File: src/pkg/llem_pkg.sv
package llem_pkg;

    // Bank shape: four counters fed, three header slots per flit
    localparam int LLEM_NCTR  = 4;
    localparam int LLEM_NSLOT = 3;

    // Event select codes
    localparam logic [7:0] LLEM_EV_RX_ALLOC  = 8'h30;
    localparam logic [7:0] LLEM_EV_RX_OCC    = 8'h32;
    localparam logic [7:0] LLEM_EV_TX_HALF   = 8'h27;
    localparam logic [7:0] LLEM_EV_TX_ACTIVE = 8'h26;
    localparam logic [7:0] LLEM_EV_TX_HDR    = 8'h04;
    localparam logic [7:0] LLEM_EV_TX_BYPASS = 8'h41;

    // Largest increment each event may present in one cycle
    localparam logic [7:0] LLEM_MAX_RX_ALLOC = 8'h03;
    localparam logic [7:0] LLEM_MAX_RX_OCC   = 8'h80;
    localparam logic [7:0] LLEM_MAX_HDR      = 8'h03;
    localparam logic [7:0] LLEM_MAX_ONE      = 8'h01;

    // Value of every increment output after reset
    localparam logic [7:0] LLEM_INC_RST = 8'h00;

    // Unit mask fields (mask bits 15:8 of the control word, here 7:0)
    localparam int LLEM_UM_SLOT_LSB  = 0;
    localparam int LLEM_UM_CLASS_LSB = 0;
    localparam int LLEM_UM_CLASS_EN  = 3;
    localparam int LLEM_UM_OPC_LSB   = 4;

    // Extension fields (control word bits 55:32, here 23:0)
    localparam int LLEM_XT_OPC_EN   = 0;
    localparam int LLEM_XT_SLOT_LSB = 1;
    localparam int LLEM_XT_LOC_EN   = 4;
    localparam int LLEM_XT_LOC_VAL  = 5;
    localparam int LLEM_XT_DATA_EN  = 6;
    localparam int LLEM_XT_DATA_VAL = 7;
    localparam int LLEM_XT_DUAL_EN  = 8;
    localparam int LLEM_XT_DUAL_VAL = 9;

    // Message class codes
    localparam logic [3:0] LLEM_CLS_REQ    = 4'h8;
    localparam logic [3:0] LLEM_CLS_SNP    = 4'h9;
    localparam logic [3:0] LLEM_CLS_RSP_ND = 4'ha;
    localparam logic [3:0] LLEM_CLS_RSP_D  = 4'hc;
    localparam logic [3:0] LLEM_CLS_WB     = 4'hd;
    localparam logic [3:0] LLEM_CLS_NCB    = 4'he;
    localparam logic [3:0] LLEM_CLS_NCS    = 4'hf;

    // Transmit link power state, Gray along train-active-half-sleep
    typedef enum logic [1:0]
    {
        LLEM_LINK_TRAIN  = 2'h0,
        LLEM_LINK_ACTIVE = 2'h1,
        LLEM_LINK_HALF   = 2'h3,
        LLEM_LINK_SLEEP  = 2'h2
    } llem_link_e;

    typedef struct packed
    {
        logic       valid;
        logic [3:0] msg_class;
        logic [3:0] opcode;
        logic       is_local;
        logic       is_data;
        logic       is_dual;
    } llem_hdr_s;

    typedef logic [7:0] llem_inc_t;
    typedef logic [6:0] llem_occ_t;

    function automatic logic [1:0] llem_pop3(input logic [2:0] v);
        llem_pop3 = {1'b0, v[0]} + {1'b0, v[1]} + {1'b0, v[2]};
    endfunction : llem_pop3

    function automatic logic llem_class_known(input logic [3:0] c);
        llem_class_known = (c == LLEM_CLS_REQ) || (c == LLEM_CLS_SNP)
            || (c == LLEM_CLS_RSP_ND) || (c == LLEM_CLS_RSP_D)
            || (c == LLEM_CLS_WB) || (c == LLEM_CLS_NCB)
            || (c == LLEM_CLS_NCS);
    endfunction : llem_class_known

endpackage : llem_pkg

File: src/pkg/llem_hdr_if.sv
`timescale 1ns/100ps
interface llem_hdr_if;
    import llem_pkg::*;
    llem_hdr_s   hdr [LLEM_NSLOT];
    logic [7:0]  umask;
    logic [23:0] ext;
    logic [1:0]  match_cnt;

    modport mon
    (
        input  hdr,
        input  umask,
        input  ext,
        output match_cnt
    );
    modport top
    (
        output hdr,
        output umask,
        output ext,
        input  match_cnt
    );
endinterface : llem_hdr_if

File: src/rtl/llem_hdr_match.sv
`timescale 1ns/100ps
module llem_hdr_match
(
    llem_hdr_if.mon bus
);
    import llem_pkg::*;

    logic [LLEM_NSLOT-1:0] slot_hit;

    // Each slot ANDs its enabled filter terms; slots then combine
    always_comb
    begin
        for (int s = 0; s < LLEM_NSLOT; s++)
        begin
            slot_hit[s] = bus.hdr[s].valid
                && bus.ext[LLEM_XT_SLOT_LSB + s]
                && (!bus.umask[LLEM_UM_CLASS_EN]
                    || (llem_class_known(bus.hdr[s].msg_class)
                    && bus.hdr[s].msg_class
                       == bus.umask[LLEM_UM_CLASS_LSB +: 4]))  // see RULE12
                && (!bus.ext[LLEM_XT_OPC_EN]
                    || bus.hdr[s].opcode
                       == bus.umask[LLEM_UM_OPC_LSB +: 4])     // see RULE12
                && (!bus.ext[LLEM_XT_LOC_EN]
                    || bus.hdr[s].is_local == bus.ext[LLEM_XT_LOC_VAL])
                && (!bus.ext[LLEM_XT_DATA_EN]
                    || bus.hdr[s].is_data == bus.ext[LLEM_XT_DATA_VAL])
                && (!bus.ext[LLEM_XT_DUAL_EN]
                    || bus.hdr[s].is_dual == bus.ext[LLEM_XT_DUAL_VAL]);
        end
        bus.match_cnt = llem_pop3(slot_hit); // see RULE11
    end

endmodule : llem_hdr_match

File: src/rtl/llem_top.sv
`timescale 1ns/100ps
// How it works
// RULE1: Code 0x30 counts receive queue allocations, slots 0-2 by mask, max 3.
// RULE2: A receive slot allocates only when ring forwarding is backed up.
// RULE3: Code 0x32 adds masked receive queue occupancy, saturating at 128.
// RULE4: Code 0x27 counts one per cycle the transmit side is half-width.
// RULE5: Edge detect turns power residency into one count per state entry.
// RULE6: Sleep residency flags edge-detected power counts as unreliable.
// RULE7: Transmit power state is tracked on its own, apart from receive.
// RULE8: Code 0x26 counts active cycles, half-width cycles included.
// RULE9: Cycles spent in link training are excluded from active residency.
// RULE10: Code 0x04 counts header matches, max 3, filtered by extension bits.
// RULE11: Header filter terms AND within a slot, then slots combine.
// RULE12: Low mask nibble picks message class; extension bit 0 adds opcode.
// RULE13: Code 0x41 counts one per flit that skips the transmit queue.
// RULE14: Half-width or link retry forces transmit flits through the queue.
// RULE15: Unselected or idle events present zero, never above their maximum.
module llem_top
    import llem_pkg::*;
(
    input  wire logic                       clk,
    input  wire logic                       rst,
    input  wire logic                       ce,
    input  wire logic [7:0]                 evt_sel [llem_pkg::LLEM_NCTR],
    input  wire logic [7:0]                 umask [llem_pkg::LLEM_NCTR],
    input  wire logic [23:0]                umask_ext [llem_pkg::LLEM_NCTR],
    input  wire logic [3:0]                 edge_det,
    input  wire logic [2:0]                 rx_slot_flit,
    input  wire logic                       rx_ring_backed_up,
    input  wire llem_pkg::llem_occ_t        rx_occ [llem_pkg::LLEM_NSLOT],
    input  wire llem_pkg::llem_link_e       tx_state,
    input  wire llem_pkg::llem_link_e       rx_state,
    input  wire logic                       tx_retry,
    input  wire logic                       tx_flit_valid,
    input  wire llem_pkg::llem_hdr_s        tx_hdr [llem_pkg::LLEM_NSLOT],
    input  wire logic                       unreliable_clr,
    output logic [2:0]                      rx_alloc,
    output logic                            tx_route_queue,
    output logic                            rx_half_width,
    output logic                            edge_unreliable,
    output llem_pkg::llem_inc_t             inc [llem_pkg::LLEM_NCTR]
);
    import llem_pkg::*;

    llem_inc_t  inc_reg [LLEM_NCTR];
    llem_inc_t  inc_next [LLEM_NCTR];
    logic       tx_act_prev_reg;
    logic       tx_act_prev_next;
    logic       tx_half_prev_reg;
    logic       tx_half_prev_next;
    logic       unrel_reg;
    logic       unrel_next;
    logic       tx_in_active;
    logic       tx_in_half;
    logic       tx_bypass;
    logic [1:0] hdr_cnt [LLEM_NCTR];

    // One filter per counter, since each counter has its own mask
    genvar g;
    generate
        for (g = 0; g < LLEM_NCTR; g++)
        begin : g_hdr
            llem_hdr_if hif ();
            assign hif.hdr   = tx_hdr;
            assign hif.umask = umask[g];
            assign hif.ext   = umask_ext[g];
            assign hdr_cnt[g] = hif.match_cnt;
            llem_hdr_match u_match
            (
                .bus (hif.mon)
            );
        end
    endgenerate

    // Bypass is the common case; queueing only when the ring stalls
    assign rx_alloc = rx_ring_backed_up ? rx_slot_flit : 3'h0; // see RULE2

    // Half-width and retry both need replay storage, so no bypass
    assign tx_route_queue = (tx_state == LLEM_LINK_HALF) || tx_retry; // see RULE14
    assign tx_bypass      = tx_flit_valid && !tx_route_queue;       // see RULE13

    // Receive direction only reported, never mixed into transmit counts
    assign rx_half_width = (rx_state == LLEM_LINK_HALF); // see RULE7

    // Training drops out of active; half-width still counts as active
    assign tx_in_half   = (tx_state == LLEM_LINK_HALF);   // see RULE4
    assign tx_in_active = (tx_state == LLEM_LINK_ACTIVE)
                       || tx_in_half;                     // see RULE8, RULE9

    assign edge_unreliable = unrel_reg;
    assign inc             = inc_reg;

    // Per-counter increment selection
    always_comb
    begin
        logic [8:0] occ_sum;
        occ_sum = 9'h000;
        for (int s = 0; s < LLEM_NSLOT; s++)
        begin
            if (umask[0][LLEM_UM_SLOT_LSB + s])
            begin
                occ_sum = occ_sum + {2'b00, rx_occ[s]};
            end
        end
        for (int c = 0; c < LLEM_NCTR; c++)
        begin
            occ_sum = 9'h000;
            for (int s = 0; s < LLEM_NSLOT; s++)
            begin
                if (umask[c][LLEM_UM_SLOT_LSB + s])
                begin
                    occ_sum = occ_sum + {2'b00, rx_occ[s]}; // see RULE3
                end
            end
            case (evt_sel[c])
                LLEM_EV_RX_ALLOC:
                    inc_next[c] = {6'h00, llem_pop3(rx_alloc
                        & umask[c][LLEM_UM_SLOT_LSB +: 3])};    // see RULE1
                LLEM_EV_RX_OCC:
                    // Saturate: the counter side cannot take more per cycle
                    inc_next[c] = (occ_sum > {1'b0, LLEM_MAX_RX_OCC})
                        ? LLEM_MAX_RX_OCC : occ_sum[7:0];       // see RULE3, RULE15
                LLEM_EV_TX_HALF:
                    inc_next[c] = {7'h00, edge_det[c]
                        ? (tx_in_half && !tx_half_prev_reg)
                        : tx_in_half};                          // see RULE4, RULE5
                LLEM_EV_TX_ACTIVE:
                    inc_next[c] = {7'h00, edge_det[c]
                        ? (tx_in_active && !tx_act_prev_reg)
                        : tx_in_active};                        // see RULE8, RULE5
                LLEM_EV_TX_HDR:
                    inc_next[c] = {6'h00, hdr_cnt[c]};          // see RULE10
                LLEM_EV_TX_BYPASS:
                    inc_next[c] = {7'h00, tx_bypass};           // see RULE13
                default:
                    inc_next[c] = LLEM_INC_RST;                 // see RULE15
            endcase
        end
    end

    // History for edge detect and the sticky unreliability flag
    always_comb
    begin
        tx_act_prev_next  = tx_in_active;
        tx_half_prev_next = tx_in_half;
        // Set wins over a clear arriving in the same cycle
        unrel_next = (tx_state == LLEM_LINK_SLEEP)
                  || (unrel_reg && !unreliable_clr);            // see RULE6
    end

    always_ff @(posedge clk or posedge rst)
    begin
        if (rst)
        begin
            for (int c = 0; c < LLEM_NCTR; c++)
            begin
                inc_reg[c] <= LLEM_INC_RST;
            end
            tx_act_prev_reg  <= 1'b0;
            tx_half_prev_reg <= 1'b0;
            unrel_reg        <= 1'b0;
        end
        else if (ce)
        begin
            inc_reg          <= inc_next;
            tx_act_prev_reg  <= tx_act_prev_next;
            tx_half_prev_reg <= tx_half_prev_next;
            unrel_reg        <= unrel_next;
        end
    end

    // Checks on counter 0 after a cycle with clock enable high, and on rx_alloc and edge_unreliable
    a_alloc_slots: assert property (@(posedge clk) disable iff (rst) // see RULE1
        ce && evt_sel[0] == LLEM_EV_RX_ALLOC
        |=> inc_reg[0] == {6'h00, llem_pop3($past(rx_alloc)
            & $past(umask[0][2:0]))})
        else $error("alloc increment wrong");

    a_alloc_stall: assert property (@(posedge clk) disable iff (rst) // see RULE2
        !rx_ring_backed_up |-> rx_alloc == 3'h0)
        else $error("allocation without ring backup");

    // Three slots of at least 64 each must clip to the per-cycle maximum
    a_occ_capped: assert property (@(posedge clk) disable iff (rst) // see RULE3
        ce && evt_sel[0] == LLEM_EV_RX_OCC && umask[0][2:0] == 3'h7
        && rx_occ[0][6] && rx_occ[1][6] && rx_occ[2][6]
        |=> inc_reg[0] == LLEM_MAX_RX_OCC)
        else $error("occupancy not saturated at 128");

    a_half_level: assert property (@(posedge clk) disable iff (rst) // see RULE4
        ce && evt_sel[0] == LLEM_EV_TX_HALF && !edge_det[0]
        |=> inc_reg[0] == {7'h00, $past(tx_state) == LLEM_LINK_HALF})
        else $error("half-width residency wrong");

    a_half_edge: assert property (@(posedge clk) disable iff (rst) // see RULE5
        ce && evt_sel[0] == LLEM_EV_TX_HALF && edge_det[0]
        && tx_state == LLEM_LINK_HALF ##1 ce && evt_sel[0] == LLEM_EV_TX_HALF
        && edge_det[0] && tx_state == LLEM_LINK_HALF
        |=> inc_reg[0] == 8'h00)
        else $error("edge count repeated in state");

    a_unrel_sticky: assert property (@(posedge clk) disable iff (rst) // see RULE6
        ce && tx_state == LLEM_LINK_SLEEP |=> edge_unreliable)
        else $error("sleep not flagged");

    a_active_train: assert property (@(posedge clk) disable iff (rst) // see RULE9
        ce && evt_sel[0] == LLEM_EV_TX_ACTIVE
        && tx_state == LLEM_LINK_TRAIN |=> inc_reg[0] == 8'h00)
        else $error("training counted as active");

    a_active_half: assert property (@(posedge clk) disable iff (rst) // see RULE8
        ce && evt_sel[0] == LLEM_EV_TX_ACTIVE && !edge_det[0]
        && tx_state == LLEM_LINK_HALF |=> inc_reg[0] == 8'h01)
        else $error("half-width not in active count");

    a_hdr_max: assert property (@(posedge clk) disable iff (rst) // see RULE10
        ce && evt_sel[0] == LLEM_EV_TX_HDR |=> inc_reg[0] <= LLEM_MAX_HDR)
        else $error("header increment above 3");

    a_bypass_block: assert property (@(posedge clk) disable iff (rst) // see RULE14
        ce && evt_sel[0] == LLEM_EV_TX_BYPASS
        && (tx_state == LLEM_LINK_HALF || tx_retry) |=> inc_reg[0] == 8'h00)
        else $error("bypass during half-width or retry");

    a_unknown_zero: assert property (@(posedge clk) disable iff (rst) // see RULE15
        ce && evt_sel[0] == 8'h00 |=> inc_reg[0] == LLEM_INC_RST)
        else $error("unselected event not zero");

endmodule : llem_top

File: config.mk
export PLATFORM = sky130hd
export DESIGN_NAME = llem_top
export DESIGN_NICKNAME = d
export VERILOG_FILES = /design/src/pkg/llem_pkg.sv /design/src/pkg/llem_hdr_if.sv /design/src/rtl/llem_hdr_match.sv /design/src/rtl/llem_top.sv
export SDC_FILE = /design/constraint.sdc
export NUM_CORES = 1
export LEC_CHECK = 0
export ABC_AREA = 1
export BUFFER_PORTS_ARGS = -buffer_cell sky130_fd_sc_hd__buf_4
export CORE_MARGIN = 4
export CORE_UTILIZATION = 40
export DETAILED_ROUTE_END_ITERATION = 7
export PLACE_DENSITY = 0.73
export SLEW_MARGIN = 20
export SYNTH_ARGS = -nofsm -noshare
export SYNTH_HDL_FRONTEND = slang
export SYNTH_SLANG_ARGS = --single-unit
File: constraint.sdc
create_clock -name clk -period 2.4 [get_ports clk]
set_input_delay 0.12 -clock clk [delete_from_list [all_inputs] [get_ports clk]]
set_output_delay 0.12 -clock clk [all_outputs]
set_load 0.01 [all_outputs]
After elaboration in Yosys (flattened, before gate mapping)
Index checks and enable logic that the tools add are counted.
Word-level totals
  flip-flop bits (word level): 35
  input port bits: 235
  output and inout port bits: 38
  logic and storage cells: 370
Operators by class
  $add $sub $neg: 24
  $lt $le $gt $ge: 4
  equality and inequality tests: 109
  multiplexer cells: 29
  bitwise logic cells: 4
  reductions and logical operators: 193
Operators by type and width (count)
  8-bit one-hot mux with 6 select lines: 4
  8-bit by 6-bit == test with 1-bit output (second input constant): 16
  4-bit == test: 24
  1-bit logical AND: 88
  4-bit == test (second input constant): 21
  1-bit logical OR: 81
  9-bit by 7-bit adder with 9-bit output: 8
  9-bit 2-to-1 mux: 8
  1-bit == test: 36
  9-bit by 8-bit greater-than comparator with 1-bit output (second input constant): 4
  8-bit by 3-bit == test with 1-bit output (second input constant): 4
  8-bit by 7-bit == test with 1-bit output (second input constant): 4
  8-bit 2-to-1 mux: 4
  7-bit 2-to-1 mux: 4
  1-bit zero test: 24
  1-bit by 1-bit adder with 2-bit output: 8
  2-bit by 1-bit adder with 2-bit output: 8
  3-bit bitwise AND: 4
  1-bit 2-to-1 mux: 8
  2-bit == test (second input constant): 3
  3-bit 2-to-1 mux: 1
  2-bit by 1-bit == test with 1-bit output (second input constant): 1

Depth between registers and ports, before layout
Gate-level depths: netlist of the first run.
  word-level depth: 17
  depth in mapped cells: 30
  depth with buffers taken out: 29

Cells and area by module
Synthesis of the first run repeated with hierarchy kept, for this count alone.
Unflattened totals
  cells, all modules: 1700
  area total of the unflattened synthesis: 8732.1 µm²
Modules (own cells, without submodules)
  llem_top: instances 1, cells an instance 1008, area an instance 5944.5 µm², seq. area each 875.8 µm²
  llem_hdr_match: instances 4, cells an instance 173, area an instance 696.9 µm², seq. area each 0.0 µm²

Worst setup path before layout of the first run
OpenSTA, ideal clock, no wires.
  kind: input port to flip-flop
  from: input umask[16] (netlist bit)
  to: register inc_reg, in the netlist inc[16]
  setup time: 0.117 ns
  data arrival time: 2.828 ns
  setup slack: -0.545 ns
  stages: 26
  buffers on the path: 1
  cell sequence: buf_4 > nand2_1 > inv_1 > ha_1 > inv_1 > fa_1 > nand3b_1 > nand3_1 > nand3_1 > nand2_1 > nand2_1 > nand3_1 > nand2_1 > ha_1 > nand4_1 > or2_2 > nand3_1 > nand2_1 > inv_1 > nand2_1 > nand3_1 > nor2_1 > nand2_1 > nand3_1 > nand2_1 > nand2_1
Between the ends
  longest elaborated chain between the ends: 11
  elaborated cells between the ends (all ways): 37
  classes of those cells: add/sub: 6; order compare: 1; eq/ne: 3; mux: 5; bitwise: 1; reduce/logical: 21
RTL lines
  from (decl): line llem_top.sv:25  | input wire logic [7:0] umask [llem_pkg::LLEM_NCTR],
  branches (longest 10 deep; another with 9-bit by 7-bit adder with 9-bit output)
  8-bit one-hot mux with 6 select lines *: line llem_top.sv:115  | case (evt_sel[c])
  to (signal assigned): line llem_top.sv:165  | inc_reg <= inc_next;
  to (decl): line llem_top.sv:45  | llem_inc_t inc_reg [LLEM_NCTR];
Every way passes the cells marked *.
A chain may end at the register's enable or synchronous reset.

Worst setup path after layout of the first run
  from: input rx_occ[14] (netlist bit)
  to: register inc_reg, in the netlist inc[26]
Between the ends
  longest elaborated chain between the ends: 8
RTL lines
  from (decl): line llem_top.sv:30  | input wire llem_pkg::llem_occ_t rx_occ [llem_pkg::LLEM_NSLOT],
  7-bit 2-to-1 mux *
  9-bit by 7-bit adder with 9-bit output: line llem_top.sv:112  | occ_sum = occ_sum + {2'b00, rx_occ[s]};
  9-bit 2-to-1 mux *
  9-bit by 7-bit adder with 9-bit output: line llem_top.sv:112
  9-bit 2-to-1 mux *: line llem_top.sv:110  | if (umask[c][LLEM_UM_SLOT_LSB + s])
  9-bit by 8-bit greater-than comparator with 1-bit output: line llem_top.sv:121  | inc_next[c] = (occ_sum > {1'b0, LLEM_MAX_RX_OCC})
  8-bit 2-to-1 mux *: line llem_top.sv:122  | ? LLEM_MAX_RX_OCC : occ_sum[7:0];
  8-bit one-hot mux with 6 select lines *: line llem_top.sv:115
Every way passes the cells marked *; elsewhere a longest branch is shown, timed or not.

==> impl_metrics.yaml, run 1 <==
logic_synthesis:
  synth_cell_type_count: 50
  synth-seq-cells: 35
  syn-cell-area_sq_mm: 0.00761
  ys_warn_count: 0
  syn-mean-instance-area_sq_um: 5.87
  synth_edf_count: 0
  async_reset_ff_frac: 1.00
  syn_inst: 1296
  seq_area_frac_synth: 0.115
  synth_nets: 1594
  synth_ff_type: "dfrtp_1"
layout:
  syn2layout_area_growth_pct: 63.0
  drive_gt1_frac: 0.391
  largest_reg_flops: 32
  nets: 2025
  register_area_sq_um: 876
  fillCellCount: 1617
  insertedDiodeCount: 0
  final_area_sq_mm: 0.0124
  multi_input_area_sq_mm: 0.00687
clock_network:
  cts-root-buf: "clkbuf_16"
  cts_buffer_depth: 2
  path_clk_slew_ns: 0.06
  worstSkewPairLatency_ns: 0.28
  cts.sinks: 35
  cts_tree: "done"
  cts_made_buffers: 5
  cts_max_level: 2
placement:
  placed_area_sq_mm: 0.0113
  gp_congestion: 0.998
  numPortBuffers: 216
  hpwl_mm: 25.7
outcome:
  violations: "negative setup slack"
  status: "complete, but fails checks"
routing:
  drt_iter0_markers: 662
  vias: 10500
  first_pass_iters: 5
  post_drt_wl_per_cell_um: 16.0
  routed_wl_mm: 31.4
  drc_errors: 0
  drtAntennaViolNets: 0
  routed_via_density: 5.34
flow_run:
  drv_cap: 0
sta:
  finalMaxSlewViolations: 0
  tightest_slew_ns: 0.577
  finalCritPeriodShare: 1.14
  slew_headroom: 0.611
  rsz0062_at_grt: "yes"
  skew_ns: 0.00148
  final-hold-violation-count: 0
  fmax_mhz: 366
  post-route-min-period_ns: 2.73
  fin_ws_ns: -0.333
  setup_violations: 32
power_and_ir_drop:
  leakagePower_nw: 6.64
  ir_drop_mv: 0.286
  power.density_mw_per_mm2: 312
  power_mw: 3.87
global_route:
  grt_first_pass_wirelength_mm: 49.7
  grt_antenna_before_repair: 0
  grt_max_degree: 36
  overflow: 0
  grt_usage: 0.279
  grt_pass1_vias: 10200
worst_setup_path:
  cpPeakStageDelay_ns: 0.53
  crit_start: "rx_occ[14]"
  slowest_stage: "fa_2"
  cp.required_ns: 2.62
  r2r_cells: 7
  worstPathMaxFanout: 4
  r2r-end: "inc[0]"
  criticalPathCategory: "primary input to flip-flop"
  path_cells: "buf_12, buf_4, nand2_4, inv_4, ha_4, fa_2, inv_2, o21ai_4, inv_2, fa_2, inv_2, nand3_2, nand2_2, nand2_2, a21oi_2, o21ai_2, nand2_1, nand2_1, nand2_2, nand3_2, a21boi_2, nand3_1, nand2_1"
  cp.arrival_ns: 2.95
  end_kind: "flip-flop"
  start_kind: "primary input"
  endpoint: "inc[26]"
  rrSetupSlack_ns: 1.06
  timing.rr.start: "tx_act_prev_reg"
worst_hold_path:
  hp-start: "tx_state[1]"
  hold_class: "primary input to flip-flop"
floorplan:
  core_sq_mm: 0.0187
  die_y_um: 146
  io_pins: 273
  start_util: 0.407
  dieArea_sq_mm: 0.0213
  row_count: 50
  fp.dieW_um: 146
==> cell families after synthesis <==
family                     count (synthesis)  synth area share
AOI/OAI and AO/OA                        176             0.144
buffers and inverters                    208             0.109
and+or+nand+nor                          722             0.406
adders and majority gates                 63             0.119
muxes                                      4           0.00526
DFF                                       35             0.115
xor gates and xnor gates                  88             0.101
==> area by class of cell <==
| class | instances | share of cell area |
|---|---|---|
| Multi-Input combinational cell | 1053 | 0.554 |
| Timing Repair Buffer | 453 | 0.284 |
| Sequential cell | 35 | 0.0707 |
| Inverter | 179 | 0.0557 |
| Tap cell | 234 | 0.0236 |
| Clock buffer | 5 | 0.0101 |
| Clock inverter | 3 | 0.00162 |
==> metrics by stage <==
stage / TNS, ns / utilization / worst slack, ns / hold slack (ns) / cells
floorplan: -7.19 / - / -0.364 / 0.253 / 1296
global placement: -14.30 / 0.604 / -0.524 / 0.261 / 1929
detailed placement: -16.46 / 0.604 / -0.608 / 0.257 / 1929
CTS: -3.57 / 0.637 / -0.204 / 0.0768 / 1948
global route: -12.37 / 0.663 / -0.497 / 0.0882 / 1962
finish: -6.73 / 0.663 / -0.333 / 0.0863 / 1962
==> synth_stat cells (6+ instances only) <==
cell type / n / area, sq um
nand2_1: 411 / 1540
o41ai_1: 20 / 175
o31ai_1: 9 / 67.6
or2_2: 10 / 62.6
o21ai_0: 43 / 215
nor3_1: 13 / 65.1
nor2_1: 82 / 308
o211ai_1: 6 / 45.0
nand3_1: 153 / 766
nor4_1: 6 / 37.5
nand3b_1: 7 / 52.6
xor2_1: 80 / 701
a21oi_1: 54 / 270
xnor2_1: 8 / 70.1
nand4_1: 29 / 181
inv_1: 173 / 649
fa_1: 16 / 320
a31oi_1: 9 / 56.3
ha_1: 47 / 588
dfrtp_1: 35 / 876
clkbuf_1: 15 / 56.3
o21ai_1: 8 / 40.0
==> critical path: cells and delay by family <==
kind            cells  cell delay, ns
fa+ha+maj           3            1.04
simple gates       10            0.75
compound gates      4            0.58
buf+inv             6            0.44
==> how the worst min path moves through the flow <==
stage / endpoint / slack, ns / cells past startpoint
3_3_place_gp: inc[19] / 0.26 / 3
2_1_floorplan: edge_unreliable / 0.25 / 1
3_5_place_dp: inc[25] / 0.26 / 3
4_1_cts: edge_unreliable / 0.08 / 2
6_report: edge_unreliable / 0.09 / 2
5_1_grt: edge_unreliable / 0.09 / 2
==> timing repair <==
item / in CTS / in global routing
endpoints found under the setup margin: 32 / 32
gates resized for setup: 81 / 98
hold buffers: 1 / 0
pin swaps: 68 / 85
setup buffers: 10 / 16
hold endpoints to repair: 35 / 0
gates cloned: 0 / 0
==> placed cells by master, fill, tap and decap left out, drive strengths merged, types with 2 or more instances in the layout <==
master    instances
buf             452
nand2           415
inv             177
nand3           153
nor2             83
xor2             80
a21oi            54
o21ai            52
ha               47
dfrtp            35
nand4            29
o41ai            20
fa               16
nor3             13
or2              13
a31oi             9
o31ai             9
xnor2             8
nand3b            7
nor4              7
o211ai            6
clkbuf            5
mux2i             4
a21boi            4
a22o              3
o21a              3
a221oi            3
clkinvlp          3
o21bai            2
o2111ai           2
a311oi            2
o22ai             2
clkinv            2
==> layer usage <==
metal / global-route usage / vias up / routed length (um)
met2: 0.492 / 375 / 15500
met4: 0.0916 / 0 / 1140
met3: 0.0424 / 84 / 1930
met5: 0 / - / 0
met1: 0.349 / 4873 / 12900
li1: - / 5154 / -
==> power by group <==
part,leakage [nW],internal [mW],switching (mW)
sequential,0.484,0.597,0.00643
clock,0.0658,0.382,0.261
combinational,6.09,1.26,1.36
total,6.64,2.24,1.63
Note: power is estimated with default switching activity, not from simulation.
==> run 2, diff against run 1 <==
--- a/config.mk
+++ b/config.mk
@@ -7,7 +7,6 @@
 export LEC_CHECK = 0
 export ABC_AREA = 1
 export BUFFER_PORTS_ARGS = -buffer_cell sky130_fd_sc_hd__buf_4
-export CORE_MARGIN = 4
 export CORE_UTILIZATION = 40
 export DETAILED_ROUTE_END_ITERATION = 7
 export PLACE_DENSITY = 0.73
==> run 2 against run 1 <==
Effect of this change:
- the run still ends with negative setup slack left
- register-to-register slack improved by 0.06 ns
- critical path type unchanged
- largest cell class unchanged
- setup slack improved by 0.076 ns
- clock power decreased by 0.9%
- utilization grew 0.15 points
- global-route usage grew 3.1 points
- cell count about the same
- combinational power rose by 2%
- count of clock-buffer cells in the layout grew 1
- critical path depth decreased by 2
- first-iteration DRC count rose by 7.1%
==> impl_metrics.yaml, run 2 (same netlist as run 1, synthesis figures left out) <==
sta:
  fmax_mhz: 376
  setup_tns_ns: -5.96
  finalCritPeriodShare: 1.11
  finalMaxSlewViolations: 0
  finalHoldWorstSlack_ns: 0.0836
  rsz0062_at_grt: "yes"
  fin_ws_ns: -0.257
  slew_headroom: 0.536
  post-route-min-period_ns: 2.66
  tightest_slew_ns: 0.688
  final-hold-violation-count: 0
  setup_violations: 32
  skew_ns: 0.00241
power_and_ir_drop:
  combPwrFrac: 0.682
  ir_drop_mv: 0.256
  leakagePower_nw: 6.62
  power.density_mw_per_mm2: 316
  power_mw: 3.91
  p_clk_frac: 0.163
  seqPwrFrac: 0.154
  switching_power_mw: 1.65
  switching_share: 0.423
  p_int_mw: 2.25
global_route:
  grt_first_pass_wirelength_mm: 48.9
  overflow: 0
  grt_max_degree: 36
  grt_usage: 0.310
  grt_antenna_before_repair: 0
  grt_pass1_vias: 10300
worst_hold_path:
  hold_class: "primary input to flip-flop"
floorplan:
  row_count: 50
  start_util: 0.408
  core_sq_mm: 0.0186
  fp.dieW_um: 140
  io_pins: 273
  die_y_um: 140
  dieArea_sq_mm: 0.0196
outcome:
  violations: "negative setup slack"
  status: "complete, but fails checks"
worst_setup_path:
  cp.arrival_ns: 2.88
  cp_num_buf_inv: 5
  slowest_stage: "fa_2"
  worstPathMaxFanout: 4
  criticalPathCategory: "primary input to flip-flop"
  cpPeakStageDelay_ns: 0.54
  path_cells: "buf_12, buf_4, nand2_4, inv_2, ha_4, inv_2, fa_2, o21ai_4, fa_2, a21oi_2, o21ai_2, buf_4, o21ai_0, nand2_1, nor2_1, nand3_2, nand2_4, nand3_2, nand2_1, nand2_1, nand2_1"
  start_kind: "primary input"
  end_kind: "flip-flop"
  cp.required_ns: 2.62
  cp_top_family: "adder cells"
  crit_top_cell: "nand2_1"
layout:
  final_common_cell: "buf_4"
  register_area_sq_um: 876
  drive_gt1_frac: 0.398
  nets: 2026
  multi_input_area_sq_mm: 0.00690
  fillCellCount: 1581
  syn2layout_area_growth_pct: 62.8
  final_cell_mix: "buf_4, nand2_1, inv_1"
  largest_reg_flops: 32
  postLayoutCoreUtil: 0.664
  insertedDiodeCount: 0
clock_network:
  cts_tree: "done"
  cts_buffer_depth: 2
  path_clk_slew_ns: 0.06
  cts-root-buf: "clkbuf_16"
  cts_made_buffers: 5
  cts.sinks: 35
  cts_max_level: 2
  worstSkewPairLatency_ns: 0.28
routing:
  drc_errors: 0
  drt_iter0_markers: 709
  routed_via_density: 5.40
  vias: 10600
  drtAntennaViolNets: 0
  post_drt_wl_per_cell_um: 16.0
  routed_wl_mm: 31.5
  first_pass_iters: 6
placement:
  gp_congestion: 0.959
  numPortBuffers: 216
  place_ws_ns: -0.636
  hpwl_mm: 25.0
flow_run:
  drv_cap: 0
## run 2: cell count changes in the layout (fill, tap and decap cells not counted), sizes merged
| cell | previous run | this run |
|---|---|---|
| buf | 452 | 453 |
| clkbuf | 5 | 6 |
| clkinvlp | 3 | 2 |
## run 2: power groups by stage
| stage | Combinational, mW | Clock, mW | Sequential (mW) |
|---|---|---|---|
| floorplan | 1.18 | 0 | 0.614 |
| global placement | 2.20 | 0 | 0.613 |
| detailed placement | 2.25 | 0 | 0.614 |
| CTS | 2.46 | 0.638 | 0.603 |
| global route | 2.91 | 0.662 | 0.604 |
| finish | 2.67 | 0.638 | 0.604 |
## run 2: routing by layer
layer	GRT usage	vias to the layer above	routed length [um]
li1	-	5143	-
met1	0.365	4893	12400
met2	0.560	455	15500
met3	0.0400	110	2040
met4	0.139	0	1470
met5	0	-	0
## run 2: worst paths after layout
check | startpoint | endpoint | slack, ns | cells past startpoint
max | rx_occ[14] | inc[0] | -0.26 | 21
max in group asynchronous | rst | inc[7] | 1.57 | 4
min | tx_state[1] | edge_unreliable | 0.08 | 2
min reg2reg | inc[0] | inc[0] | 0.48 | 2
max reg2reg | tx_act_prev_reg | inc[0] | 1.12 | 7
min in group asynchronous | rst | inc[16] | 0.51 | 4
## run 2: what timing repair did
action                     CTS  global route
hold endpoints to repair    35             0
setup endpoints to repair   32            32
buffers inserted            21            10
hold buffers                 1             0
resized for setup           87            88
pin swaps                   82            66
## run 2: worst register-to-register path, stage by stage (launching register included)
cell	delay, ns
dfrtp_1	0.42
nand2_1	0.10
nand4_1	0.09
o21ai_0	0.10
a221oi_1	0.26
nand2_1	0.09
nand2_1	0.06
nand2_1	0.04
## run 2: final cells by class
class                   count  share of cell area
clock buffers               6              0.0104
clock inverters             2             0.00101
inverters                 179              0.0550
multi-input cells        1053               0.557
flip-flops and latches     35              0.0707
well taps                 234              0.0236
repair buffers            454               0.282
## run 2: per-stage QoR
step / instances / area, sq um
after CTS: 1953 / 12000
after floorplan: 1296 / 7980
after global placement: 1923 / 11300
final: 1963 / 12400
after detailed placement: 1923 / 11300
after global routing: 1963 / 12400
